[config.mk]
export PLATFORM = sky130hd
export DESIGN_NAME = sic_indexer
export DESIGN_NICKNAME = d
export VERILOG_FILES = /design/src/common/sic_pkg.sv /design/src/logic/sic_sine_lut.sv /design/src/logic/sic_indexer.sv
export VERILOG_INCLUDE_DIRS = /design/src /design/src/common
export SDC_FILE = /design/constraint.sdc
export NUM_CORES = 1
export LEC_CHECK = 0
export BUFFER_PORTS_ARGS = -buffer_cell sky130_fd_sc_hd__buf_2
export CAP_MARGIN = 15
export CORE_UTILIZATION = 60
export DETAILED_ROUTE_END_ITERATION = 12
export PLACE_DENSITY = 0.88
export SLEW_MARGIN = 25
export SYNTH_ARGS = -nofsm -noshare
export SYNTH_HDL_FRONTEND = slang
export SYNTH_SLANG_ARGS = --single-unit
export TNS_END_PERCENT = 30
[constraint.sdc]
create_clock -name clk_i -period 11.9 [get_ports clk_i]
set_clock_uncertainty 0.2 [all_clocks]
set_input_delay 1.19 -clock clk_i [delete_from_list [all_inputs] [get_ports clk_i]]
set_output_delay 1.19 -clock clk_i [all_outputs]
set_load 0.02 [all_outputs]
[src/common/sic_map.svh]
`ifndef SIC_MAP_SVH
`define SIC_MAP_SVH

// register byte offsets on the wishbone slave
`define SIC_ADR_CTRL 8'h00
`define SIC_ADR_STATUS 8'h04
`define SIC_ADR_CURRENT 8'h08

// control register fields and reset value
`define SIC_CTRL_RES 2:0
`define SIC_RES_RST 3'h0
`define SIC_RES_MAX 3'h5

// indexer geometry
`define SIC_POS_HOME 7'h10
`define SIC_POS_LAST 7'h7f
`define SIC_FULL_STEP 7'h20
`define SIC_QUARTER_LEN 6'h20
`define SIC_CUR_HOME 8'h47

// timing: clock period and overcurrent qualification, both in ns
`define SIC_CLK_NS 25
`define SIC_OCP_NS 3000

`endif

[src/common/sic_pkg.sv]
package sic_pkg;

	// indexer position, one entry of the 128-entry table
	typedef logic [6:0] sic_pos_t;

	// power and reset condition of the core
	typedef enum logic [1:0] {SIC_PWR_OFF, SIC_PWR_SLEEP, SIC_PWR_HOLD, SIC_PWR_RUN} sic_pwr_e;

	// analog protection sense inputs
	typedef struct packed {
		logic [7:0] fet_limit; // per-transistor current limit active
		logic hot; // die over temperature
		logic supply_low; // motor supply under threshold
	} sic_guard_s;

	// bridge drive towards the power stage
	typedef struct packed {
		logic en; // both bridges enabled
		logic hiz; // outputs high impedance
		logic signed [7:0] cur_a; // winding a, percent of full scale
		logic signed [7:0] cur_b; // winding b, percent of full scale
	} sic_drive_s;

endpackage : sic_pkg

[src/logic/sic_sine_lut.sv]
`timescale 1ns/10ps
`include "sic_map.svh"

// one winding: signed sine of the indexer phase, in percent
module sic_sine_lut import sic_pkg::*; #(
	parameter sic_pos_t PHASE_OFS = 7'h00 // quarter turn gives the cosine
) (
	input wire sic_pos_t phase_i, // indexer position
	output logic signed [7:0] level_o // signed current percent
);

	// first quarter of the sine, entries 32 down to 0
	localparam logic [32:0][6:0] QUARTER = {
		7'h64, 7'h64, 7'h64, 7'h63, 7'h62, 7'h61, 7'h60, 7'h5e, 7'h5c, 7'h5a, 7'h58,
		7'h56, 7'h53, 7'h50, 7'h4d, 7'h4a, 7'h47, 7'h43, 7'h3f, 7'h3c, 7'h38, 7'h33,
		7'h2f, 7'h2b, 7'h26, 7'h22, 7'h1d, 7'h18, 7'h14, 7'h0f, 7'h0a, 7'h05, 7'h00};

	sic_pos_t angle; // phase after offset, wraps naturally
	logic [5:0] idx; // mirrored quarter index
	logic [6:0] mag; // magnitude from table

	// fold four quadrants onto one stored quarter to save table area
	always_comb begin
		angle = phase_i + PHASE_OFS;
		idx = angle[5] ? (`SIC_QUARTER_LEN - {1'b0, angle[4:0]}) : {1'b0, angle[4:0]};
		mag = QUARTER[idx];
		level_o = angle[6] ? (8'h00 - {1'b0, mag}) : {1'b0, mag};
	end

endmodule : sic_sine_lut

[src/logic/sic_indexer.sv]
// Our own choices: the Wishbone interface to the registers and the placing of the registers.
`timescale 1ns/10ps
`include "sic_map.svh"

// Notes on behaviour
// - reset low homes indexer, bridges off
// - steps during reset never move indexer
// - enable low drives bridges, steps accepted
// - enable high: bridges off, hiz, steps ignored
// - sleep low stops bridges, pump, regulator, clocks
// - asleep, step, dir, reset and enable ignored until wake; low supply still homes logic
// - long current limit trips, fault low
// - overcurrent trip held until reset or supply
// - any transistor's limit counts alike
// - overheat disables, fault low, auto resume
// - low supply resets logic, resumes after
// - each step rise moves 32 >> res_eff entries; exactly one entry only at 1/32
// - direction level picks forward or backward
// - three select bits, full to 1/32
module sic_indexer import sic_pkg::*; (
	input wire logic clk_i, // 40 MHz core clock
	input wire logic rst_i, // synchronous reset, high
	input wire logic ce_i, // clock enable, low freezes all
	input wire logic wb_cyc_i, // wishbone cycle
	input wire logic wb_stb_i, // wishbone strobe
	input wire logic wb_we_i, // wishbone write
	input wire logic [7:0] wb_adr_i, // wishbone byte address
	input wire logic [3:0] wb_sel_i, // wishbone byte lanes
	input wire logic [31:0] wb_dat_i, // wishbone write data
	output logic [31:0] wb_dat_o, // wishbone read data
	output logic wb_ack_o, // wishbone acknowledge
	input wire logic step_i, // step pulse from controller
	input wire logic dir_i, // direction, high counts up
	input wire logic chip_reset_low_i, // chip reset, low active
	input wire logic output_enable_low_i, // bridge enable, low active
	input wire logic sleep_request_low_i, // sleep request, low active
	input wire sic_guard_s guard_i, // protection sense
	output sic_drive_s drive_o, // bridge drive
	output logic charge_pump_en_o, // gate drive pump running
	output logic aux_regulator_output_en_o, // aux regulator on
	output logic fault_flag_low_o // fault, low active
);

	localparam logic [7:0] OCP_CYC = 8'((`SIC_OCP_NS + `SIC_CLK_NS - 1) / `SIC_CLK_NS);

	// input synchronisers
	logic step_s1_q, step_s1_d; // first stage, read only by second
	logic step_s2_q, step_s2_d; // stable step level
	logic step_s3_q, step_s3_d; // delayed copy for edge
	logic dir_s1_q, dir_s1_d; // first stage
	logic dir_s2_q, dir_s2_d; // stable direction
	logic step_rise; // one cycle per external rise

	// core state
	sic_pwr_e pwr_q, pwr_d; // power condition
	sic_pos_t pos_q, pos_d; // indexer position
	logic [7:0] ocp_cnt_q, ocp_cnt_d; // current limit persistence
	logic ocp_q, ocp_d; // latched overcurrent trip
	logic [2:0] res_q, res_d; // resolution select
	logic [2:0] res_eff; // select clamped to finest
	sic_pos_t stride; // entries per step
	logic accept; // step acted upon
	logic limit_any; // any transistor limited

	// outputs
	sic_drive_s drive_q, drive_d; // registered bridge drive
	logic pump_q, pump_d; // pump and regulator on
	logic fault_low_q, fault_low_d; // registered fault flag
	logic signed [7:0] cur_a, cur_b; // table output for pos_d

	// bus
	logic ack_q, ack_d; // one-cycle acknowledge
	logic [31:0] dat_q, dat_d; // registered read data

	// sine for b and cosine for a from one table module
	sic_sine_lut #(.PHASE_OFS(7'h00)) u_lut_b (
		.phase_i(pos_d),
		.level_o(cur_b)
	);
	sic_sine_lut #(.PHASE_OFS(`SIC_FULL_STEP)) u_lut_a (
		.phase_i(pos_d),
		.level_o(cur_a)
	);

	// two flops before edge detection; stage one feeds stage two only
	always_comb begin
		step_s1_d = step_i;
		step_s2_d = step_s1_q;
		step_s3_d = step_s2_q;
		dir_s1_d = dir_i;
		dir_s2_d = dir_s1_q;
		step_rise = step_s2_q & ~step_s3_q;
	end

	always_ff @(posedge clk_i) begin
		if (rst_i) begin
			step_s1_q <= 1'b0;
			step_s2_q <= 1'b0;
			step_s3_q <= 1'b0;
			dir_s1_q <= 1'b0;
			dir_s2_q <= 1'b0;
		end else if (ce_i) begin
			step_s1_q <= step_s1_d;
			step_s2_q <= step_s2_d;
			step_s3_q <= step_s3_d;
			dir_s1_q <= dir_s1_d;
			dir_s2_q <= dir_s2_d;
		end
	end

	// power condition: supply beats sleep, sleep beats chip reset
	always_comb begin
		if (guard_i.supply_low) begin
			pwr_d = SIC_PWR_OFF;
		end else if (!sleep_request_low_i) begin
			pwr_d = SIC_PWR_SLEEP;
		end else if (!chip_reset_low_i) begin
			pwr_d = SIC_PWR_HOLD;
		end else begin
			pwr_d = SIC_PWR_RUN;
		end
	end

	// indexer and overcurrent next state
	always_comb begin
		limit_any = |guard_i.fet_limit;
		res_eff = (res_q > `SIC_RES_MAX) ? `SIC_RES_MAX : res_q;
		stride = `SIC_FULL_STEP >> res_eff;
		// both ends of the cycle must be running, so a reset edge loses the step
		accept = step_rise & (pwr_q == SIC_PWR_RUN) & (pwr_d == SIC_PWR_RUN)
			& ~output_enable_low_i;
		pos_d = pos_q;
		ocp_cnt_d = ocp_cnt_q;
		ocp_d = ocp_q;
		unique case (pwr_d)
			SIC_PWR_OFF, SIC_PWR_HOLD: begin
				// logic reset: home entry, trip cleared
				pos_d = `SIC_POS_HOME;
				ocp_cnt_d = 8'h00;
				ocp_d = 1'b0;
			end
			SIC_PWR_SLEEP: begin
				// clocks halted: everything holds
				pos_d = pos_q;
			end
			SIC_PWR_RUN: begin
				if (accept) begin
					// seven-bit arithmetic wraps at the table ends
					pos_d = dir_s2_q ? pos_q + stride : pos_q - stride;
				end
				if (limit_any && !ocp_q) begin
					if (ocp_cnt_q == OCP_CYC) begin
						ocp_d = 1'b1;
						ocp_cnt_d = 8'h00;
					end else begin
						ocp_cnt_d = ocp_cnt_q + 8'h01;
					end
				end else begin
					// a single quiet cycle restarts the qualification
					ocp_cnt_d = 8'h00;
				end
			end
		endcase
	end

	// output drive next values
	always_comb begin
		drive_d.en = (pwr_d == SIC_PWR_RUN) & ~output_enable_low_i & ~ocp_d
			& ~guard_i.hot;
		drive_d.hiz = ~drive_d.en;
		drive_d.cur_a = cur_a;
		drive_d.cur_b = cur_b;
		pump_d = (pwr_d == SIC_PWR_RUN) | (pwr_d == SIC_PWR_HOLD);
		// thermal is not latched, so the flag clears as the die cools
		fault_low_d = ~(ocp_d | guard_i.hot);
	end

	// wishbone slave: ack one cycle after strobe, write on the ack edge
	always_comb begin
		ack_d = wb_cyc_i & wb_stb_i & ~ack_q;
		res_d = res_q;
		if (wb_cyc_i && wb_stb_i && wb_we_i && ack_q && wb_sel_i[0]
			&& wb_adr_i == `SIC_ADR_CTRL) begin
			res_d = wb_dat_i[`SIC_CTRL_RES];
		end
		unique case (wb_adr_i)
			`SIC_ADR_CTRL: dat_d = {29'h0, res_q};
			`SIC_ADR_STATUS: dat_d = {20'h0, drive_q.en, pwr_q == SIC_PWR_SLEEP,
				guard_i.supply_low, guard_i.hot, ocp_q, pos_q};
			`SIC_ADR_CURRENT: dat_d = {16'h0, drive_q.cur_b, drive_q.cur_a};
			default: dat_d = 32'h0; // unmapped reads zero
		endcase
	end

	// single register process for core, outputs and bus
	always_ff @(posedge clk_i) begin
		if (rst_i) begin
			pwr_q <= SIC_PWR_HOLD;
			pos_q <= `SIC_POS_HOME;
			ocp_cnt_q <= 8'h00;
			ocp_q <= 1'b0;
			res_q <= `SIC_RES_RST;
			drive_q <= '{en: 1'b0, hiz: 1'b1, cur_a: `SIC_CUR_HOME, cur_b: `SIC_CUR_HOME};
			pump_q <= 1'b0;
			fault_low_q <= 1'b1;
			ack_q <= 1'b0;
			dat_q <= 32'h0;
		end else if (ce_i) begin
			pwr_q <= pwr_d;
			pos_q <= pos_d;
			ocp_cnt_q <= ocp_cnt_d;
			ocp_q <= ocp_d;
			res_q <= res_d;
			drive_q <= drive_d;
			pump_q <= pump_d;
			fault_low_q <= fault_low_d;
			ack_q <= ack_d;
			dat_q <= dat_d;
		end
	end

	assign drive_o = drive_q;
	assign charge_pump_en_o = pump_q;
	assign aux_regulator_output_en_o = pump_q;
	assign fault_flag_low_o = fault_low_q;
	assign wb_ack_o = ack_q;
	assign wb_dat_o = dat_q;
endmodule : sic_indexer

### Yosys cells after proc, flatten, opt, wreduce, memory -nomap -nowiden

Memory sizes are Yosys's and may differ from the RTL's.
Cells that the tools add are included.

| operators by class | value |
|---|---|
| add/sub/neg operators | 8 |
| magnitude comparators | 3 |
| eq/ne operators | 8 |
| shift-type cells | 1 |
| muxes and demuxes | 20 |
| bitwise gates (word level) | 18 |
| reduce and logical (&&, ||, !) cells | 14 |

Operators with widths:

| cell | count |
|---|---|
| 16-bit one-hot mux with 3 select lines | 1 |
| 8-bit two-way mux | 4 |
| 7-bit two-way mux | 4 |
| 7-bit one-hot mux with 3 select lines | 1 |
| 8-bit one-hot mux with 2 select lines | 1 |
| 1-bit by 7-bit subtractor with 8-bit output, first input constant | 2 |
| 6-bit by 7-bit < comparator with 1-bit output, second input constant | 2 |
| 6-bit two-way mux | 2 |
| 6-bit by 5-bit subtractor with 6-bit output, first input constant | 2 |
| 1-bit AND | 9 |
| 8-bit by 1-bit adder with 8-bit output, second input constant | 1 |
| 8-bit by 3-bit equality test with 1-bit output, second input constant | 1 |
| 8-bit by 4-bit equality test with 1-bit output, second input constant | 1 |
| 8-bit by 7-bit equality test with 1-bit output, second input constant | 1 |
| 8-bit logical NOT | 1 |
| 8-bit OR reduction | 1 |
| 7-bit by 6-bit adder with 7-bit output, second input constant | 1 |
| 7-bit adder | 1 |
| 1-bit NOT | 7 |
| 6-bit by 3-bit right shift with 7-bit output, first input constant | 1 |
| 7-bit subtractor | 1 |
| 2-bit equality test, second input constant | 3 |
| 1-bit logical AND | 6 |
| 2-bit by 1-bit equality test with 1-bit output, second input constant | 2 |
| other kinds (11) | 16 |

| storage, ports and cells | value |
|---|---|
| register bits | 79 |
| bits in read-only memories | 896 |
| input port bits | 65 |
| output and inout bits | 54 |
| word-level logic and storage cells | 92 |
| memories kept | 2 |

Memories:

| memory | words | bits a word | rd ports | clocked after memory_dff | write ports | RTL line | source |
|---|---|---|---|---|---|---|---|
| (no name shown) | 64 | 7 | 1 | 0 | 0 | sic_sine_lut.sv:26 | `mag = QUARTER[idx];` |
| (no name shown) | 64 | 7 | 1 | 0 | 0 | sic_sine_lut.sv:26 |  |

### Logic depth before layout (Yosys ltp)

| logic depth | value |
|---|---|
| depth after elaboration | 15 |
| gate-level depth with buffers | 26 |
| gate-level depth less buffers | 25 |

### By module

A second synthesis with hierarchy kept.

| unflattened totals | value |
|---|---|
| cells, all modules | 673 |
| area, all modules | 5330.1 µm² |

By module, submodules not included:

| module | times used | cells each | area each (µm²) |
|---|---|---|---|
| sic_indexer | 1 | 400 | 3365.7 |
| sic_sine_lut at u_lut_a | 1 | 147 | 1029.7 |
| sic_sine_lut at u_lut_b | 1 | 126 | 934.6 |

### Worst setup path after synthesis

OpenSTA, ideal clock, no wires.

| path | value |
|---|---|
| path type | in2reg |
| from | in output_enable_low_i |
| to | reg drive_q (netlist bit drive_o[14]) |
| library setup time | 0.064 ns |
| arrival time | 5.016 ns |
| data required time | 11.636 ns |
| setup slack | 6.620 ns |
| stages | 16 |
| path buffers | 1 |
| path through | nand3b_1 o21ai_0 o32a_1 clkbuf_1 ha_1 mux2_2 ha_1 a22oi_1 nor3_1 or3_1 a32oi_1 ha_1 inv_1 nor4_1 or3b_2 nand4_1 |

| between the ends | value |
|---|---|
| cells in the longest elaborated chain, start to end | 11 |

RTL lines:

| item | RTL line | source |
|---|---|---|
| start, declared | sic_indexer.sv:35 | `input wire logic output_enable_low_i,` |
| 1-bit NOT * | sic_indexer.sv:131 | `& ~output_enable_low_i;` |
| 1-bit AND * | sic_indexer.sv:131 |  |
| 7-bit two-way mux * | sic_indexer.sv:147 | `if (accept) begin` |
| 7-bit one-hot mux with 3 select lines * | sic_indexer.sv:135 | `unique case (pwr_d)` |
| 7-bit by 6-bit adder with 7-bit output * | sic_sine_lut.sv:24 | `angle = phase_i + PHASE_OFS;` |
| 6-bit by 5-bit subtractor with 6-bit output (no line) | - |  |
| 6-bit two-way mux | sic_sine_lut.sv:25 | `` idx = angle[5] ? (`SIC_QUARTER_LEN - {1'b0, angle[4:0]}) : {1'b0, angle[4:0]}; `` |
| memory read 64 x 7 bit | - |  |
| 7-bit two-way mux (not written as such) | sic_sine_lut.sv:26 |  |
| 1-bit by 7-bit subtractor with 8-bit output | sic_sine_lut.sv:27 | `level_o = angle[6] ? (8'h00 - {1'b0, mag}) : {1'b0, mag};` |
| 8-bit two-way mux * | sic_sine_lut.sv:27 |  |
| end signal, assigned | sic_indexer.sv:203 | `` drive_q <= '{en: 1'b0, hiz: 1'b1, cur_a: `SIC_CUR_HOME, cur_b: `SIC_CUR_HOME}; `` |
| end signal, assigned | sic_indexer.sv:214 | `drive_q <= drive_d;` |
| end, declared | sic_indexer.sv:66 | `sic_drive_s drive_q, drive_d;` |

Mark *: on every way between the ends. The rest lies on a longest branch, timed or not. The select of a mux whose other input is x is not followed.
A chain may end at the register's enable or synchronous reset.

### Worst setup path after layout

| path | value |
|---|---|
| from | reg res_q[0] |
| to | reg drive_q (netlist bit drive_o[6]) |

| between the ends | value |
|---|---|
| cells in the longest elaborated chain, start to end | 13 |

RTL lines:

| item | RTL line | source |
|---|---|---|
| start, declared | sic_indexer.sv:59 | `logic [2:0] res_q, res_d;` |
| start signal, assigned | sic_indexer.sv:202 | `` res_q <= `SIC_RES_RST; `` |
| start signal, assigned | sic_indexer.sv:213 | `res_q <= res_d;` |
| 3-bit > comparator (no line) | - |  |
| 3-bit two-way mux * | sic_indexer.sv:127 | `` res_eff = (res_q > `SIC_RES_MAX) ? `SIC_RES_MAX : res_q; `` |
| 6-bit by 3-bit right shift with 7-bit output (no line) * | - |  |
| 7-bit subtractor or 7-bit adder (tied branches) | sic_indexer.sv:149 | `pos_d = dir_s2_q ? pos_q + stride : pos_q - stride;` |
| 7-bit two-way mux * | sic_indexer.sv:149 |  |
| 7-bit two-way mux * | sic_indexer.sv:147 |  |
| 7-bit one-hot mux with 3 select lines * | sic_indexer.sv:135 |  |
| 6-bit by 5-bit subtractor with 6-bit output (no line) | - |  |
| 6-bit two-way mux | sic_sine_lut.sv:25 |  |
| memory read 64 x 7 bit | - |  |
| 7-bit two-way mux (not written as such) | sic_sine_lut.sv:26 |  |
| 1-bit by 7-bit subtractor with 8-bit output | sic_sine_lut.sv:27 |  |
| 8-bit two-way mux * | sic_sine_lut.sv:27 |  |

Marked as above.

==> flow_summary_export.csv <==
group,metric,value,unit
route,met2WireLength,6.93,mm
route,met3_wirelength,1.03,mm
hold_path,holdCritPathClass,"flop to flop",
floorplan,boundary_pins,119,
logic_synthesis,synth-seq-cells,63,
route,number_of_detailed_routing_iterations_run_before_antenna_repair,6,
logic_synthesis,synth.yosys.seq_area_share,24.1,%
timing,achievable-frequency,165,MHz
layout,final_common_cell,"sky130_fd_sc_hd__nor2_1",
logic_synthesis,synth-main-ff-cell,"sky130_fd_sc_hd__dfxtp_1",
clocking,clockRootBuffer,"sky130_fd_sc_hd__clkbuf_8",
worst_setup_path,cp-end-kind,"flop",
flow_run,timing.max_cap.violations,0,
power,power.density_cell_area,88.2,mW/mm²
worst_setup_path,critical_path.reg2reg.startpoint,"res_q[0]",
layout,signed_area_change_from_the_synthesized_netlist_to_the_final_layout,9.65,%
timing,rsz_0062_raised_after_global_routing,"false",
worst_setup_path,reg2reg_to,"drive_o[6]",
grt,grt_first_pass_wirelength,23.3,mm
route,drc,0,
clocking,htree_num_levels,3,
layout,total_of_fill_cells_in_the_finished_design,646,
floorplan,dieWidth,95.3,µm
grt,grt-ovfl-total,0,
logic_synthesis,yosys.area.top_type,"sky130_fd_sc_hd__dfxtp_1",
timing,max_slew.worst_pin.slew,1.03,ns
clocking,post-cts-setup-buffers,0,
floorplan,die_height,95.3,µm
timing,timing.final.hold_violations,0,
logic_synthesis,yosys_warnings,0,
hold_path,min_from,"drive_o[16]",
clocking,tritoncts_clock_tree,"done",
worst_setup_path,crit_required,11.96,ns
layout,nNetsFinal,808,
clocking,clock_insertion_delay_worst_skew,0.34,ns
logic_synthesis,synth_cell_types,89,
timing,setup_tns,0,ns
placement,gpl.final_weighted_congestion,0.939,
timing,relSlewSlack,31.6,%
timing,layout_worst_path_cycle_share,51.0,%
floorplan,initial_utilization,62.7,%
floorplan,number_of_rows_in_the_core_area,33,
floorplan,die_area,0.00909,mm²
logic_synthesis,syn_avg_cell_area,7.83,µm²
route,post_drt_wl_per_cell,17.7,µm
clocking,ctsResizeCount,0,
logic_synthesis,synth_enable_flop_cells,0,
route,detailedRoute.firstIterationViolations,406,
grt,track_usage,32.3,%
hold_path,hold_depth,2,
clocking,path_clk_slew,0.07,ns
route,postRouteAntennaNets,0,
worst_setup_path,timing.critical_path.arrival,6.13,ns
placement,port_buffers,70,
logic_synthesis,netlist_instances,668,
layout,most-common-layout-cells,"sky130_fd_sc_hd__nor2_1, sky130_fd_sc_hd__buf_2, sky130_fd_sc_hd__dfxtp_1",
worst_setup_path,sort_of_element_at_the_start_of_the_critical_path,"flop",
route,detail_route.wirelength,14.6,mm
clocking,clock_sinks,63,
power,power.total,506,µW
grt,antenna_violations_before_repair,0,
layout,fraction_of_final_layout_cells_with_drive_strength_greater_than_1,17.2,%
clocking,clock_tree.buffer_depth,2,
hold_path,hold_end,"drive_o[16]",
logic_synthesis,biggest_area_contributors_in_the_synthesized_netlist,"sky130_fd_sc_hd__dfxtp_1, sky130_fd_sc_hd__ha_1, sky130_fd_sc_hd__nor2_1",
worst_setup_path,reg2reg_depth,20,
route,met1_length,6.12,mm
worst_setup_path,setup.worst_path.class,"flop to flop",
timing,period_minus_slack,6.07,ns
clocking,numCtsBuffers,9,
floorplan,placeableCoreArea,0.00834,mm²
power,ir_worst_vdd,0.0527,mV
grt,vias_in_the_first_global_route,4929,
route,vias,5447,
run_status,status,"complete, no violations",
timing,finalMaxSlewViolations,0,
clocking,cts_hold_buf,0,
grt,largest_net_degree_at_the_start_of_global_routing,60,
power,power_leakage,0.00237,µW
worst_setup_path,r2r_setup_slack,5.83,ns
placement,detailed_place_hpwl,10.4,mm
logic_synthesis,syn-cell-area,0.00523,mm²
route,route.top_layer_used,"met4",
logic_synthesis,yosys.area.top_type_share,24.1,%
logic_synthesis,ys_async_sr_fraction,0,%
timing,finalSetupViolations,0,
worst_setup_path,critical_path.max_fanout,10,
route,avgViaCountPerCell,6.63,
==> synthesized netlist by cell type, types with 7 or more instances <==
master                     count
sky130_fd_sc_hd__nor2_1       92
sky130_fd_sc_hd__dfxtp_1      63
sky130_fd_sc_hd__nand2_1      43
sky130_fd_sc_hd__a21oi_1      33
sky130_fd_sc_hd__ha_1         32
sky130_fd_sc_hd__nand3_1      28
sky130_fd_sc_hd__o21ai_0      28
sky130_fd_sc_hd__clkbuf_1     20
sky130_fd_sc_hd__inv_1        20
sky130_fd_sc_hd__mux2i_1      19
sky130_fd_sc_hd__a22oi_1      17
sky130_fd_sc_hd__buf_4        17
sky130_fd_sc_hd__a211oi_1     13
sky130_fd_sc_hd__nand2b_1     13
sky130_fd_sc_hd__nor3_1       13
sky130_fd_sc_hd__a31oi_1      11
sky130_fd_sc_hd__o211ai_1     10
sky130_fd_sc_hd__xnor2_1      10
sky130_fd_sc_hd__a22o_1        8
sky130_fd_sc_hd__buf_2         8
sky130_fd_sc_hd__a21o_1        7
sky130_fd_sc_hd__nor2b_1       7
sky130_fd_sc_hd__nor4_1        7
sky130_fd_sc_hd__or3_1         7
==> cell families after synthesis <==
group / count (synthesis) / share of synthesized area [%]
multiplexers: 23 / 4.50
AO/OA/AOI/OAI: 202 / 28.2
buffers and inverters: 75 / 7.37
flip-flops: 63 / 24.1
other: 1 / 0.0717
adder cells (fa/ha/maj): 33 / 8.04
XOR/XNOR: 16 / 2.68
AND/OR/NAND/NOR: 255 / 25.0
==> per-layer routing <==
metal,vias up,GRT usage [%]
li1,2541,-
met1,2577,39.8
met3,49,5.50
met5,-,0
met4,0,16.2
met2,280,53.8
==> power by group <==
| part | internal, µW | switching [µW] | total (µW) |
|---|---|---|---|
| sequential | 215 | 4.74 | 220 |
| combinational | 15.8 | 33.6 | 49.4 |
| clock | 151 | 86.0 | 237 |
==> worst max path at each step <==
stage,startpoint,end,slack [ns]
2_1_floorplan,output_enable_low_i,drive_o[14],6.62
3_3_place_gp,output_enable_low_i,drive_o[12],5.85
3_5_place_dp,output_enable_low_i,drive_o[6],5.74
4_1_cts,res_q[0],drive_o[6],5.98
5_1_grt,res_q[0],drive_o[6],5.41
6_report,res_q[0],drive_o[6],5.83
==> layout make-up <==
class | count | area (µm²) | share of cell area, %
Inverter | 20 | 75.1 | 1.31
Clock buffer | 11 | 151 | 2.64
Clock inverter | 5 | 104 | 1.81
Multi-Input combinational cell | 545 | 3650 | 63.7
Antenna cell | 1 | 2.50 | 0.0437
Tap cell | 105 | 131 | 2.29
Timing Repair Buffer | 71 | 358 | 6.24
Sequential cell | 63 | 1260 | 22.0
==> state kept, by name (all words and copies together), names as in the netlist <==
| signal | count |
|---|---|
| ocp_q | 1 |
| dir_s2_q | 1 |
| ocp_cnt_q | 8 |
| pos_q | 7 |
| step_s3_q | 1 |
| pwr_q | 2 |
| res_q | 3 |
| aux_regulator_output_en_o | 1 |
| drive_o | 18 |
| step_s2_q | 1 |
| step_s1_q | 1 |
| wb_dat_o | 16 |
| wb_ack_o | 1 |
| dir_s1_q | 1 |
| fault_flag_low_o | 1 |
==> per-stage QoR <==
stage	hold slack (ns)	util, %	cells	worst slack [ns]	area, µm²
after detailed placement	0.263	65.5	804	5.74	5460
after CTS	0.287	68.6	820	5.98	5720
after global routing	0.299	68.7	820	5.41	5730
final	0.281	68.7	821	5.83	5730
after floorplan	0.260	-	683	6.62	5280
after global placement	0.250	65.5	804	5.85	5460
==> worst max-delay path, cell delays in order, from the launching register on <==
cell                       delay (ns)
sky130_fd_sc_hd__dfxtp_1         0.48
sky130_fd_sc_hd__nor2_1          0.11
sky130_fd_sc_hd__nor2b_1         0.20
sky130_fd_sc_hd__inv_1           0.07
sky130_fd_sc_hd__ha_1            0.30
sky130_fd_sc_hd__mux2_2          0.28
sky130_fd_sc_hd__ha_1            0.30
sky130_fd_sc_hd__a21o_1          0.14
sky130_fd_sc_hd__nand4_1         0.20
sky130_fd_sc_hd__a211o_4         0.45
sky130_fd_sc_hd__and3_1          0.31
sky130_fd_sc_hd__a211oi_2        0.71
sky130_fd_sc_hd__inv_1           0.32
sky130_fd_sc_hd__ha_1            0.29
sky130_fd_sc_hd__nand3_1         0.07
sky130_fd_sc_hd__o221ai_1        0.14
sky130_fd_sc_hd__a22oi_1         0.37
sky130_fd_sc_hd__ha_1            0.25
sky130_fd_sc_hd__nand4_1         0.16
sky130_fd_sc_hd__or4_1           0.54
sky130_fd_sc_hd__o211ai_1        0.10
Power figures use the tool's default switching activity.
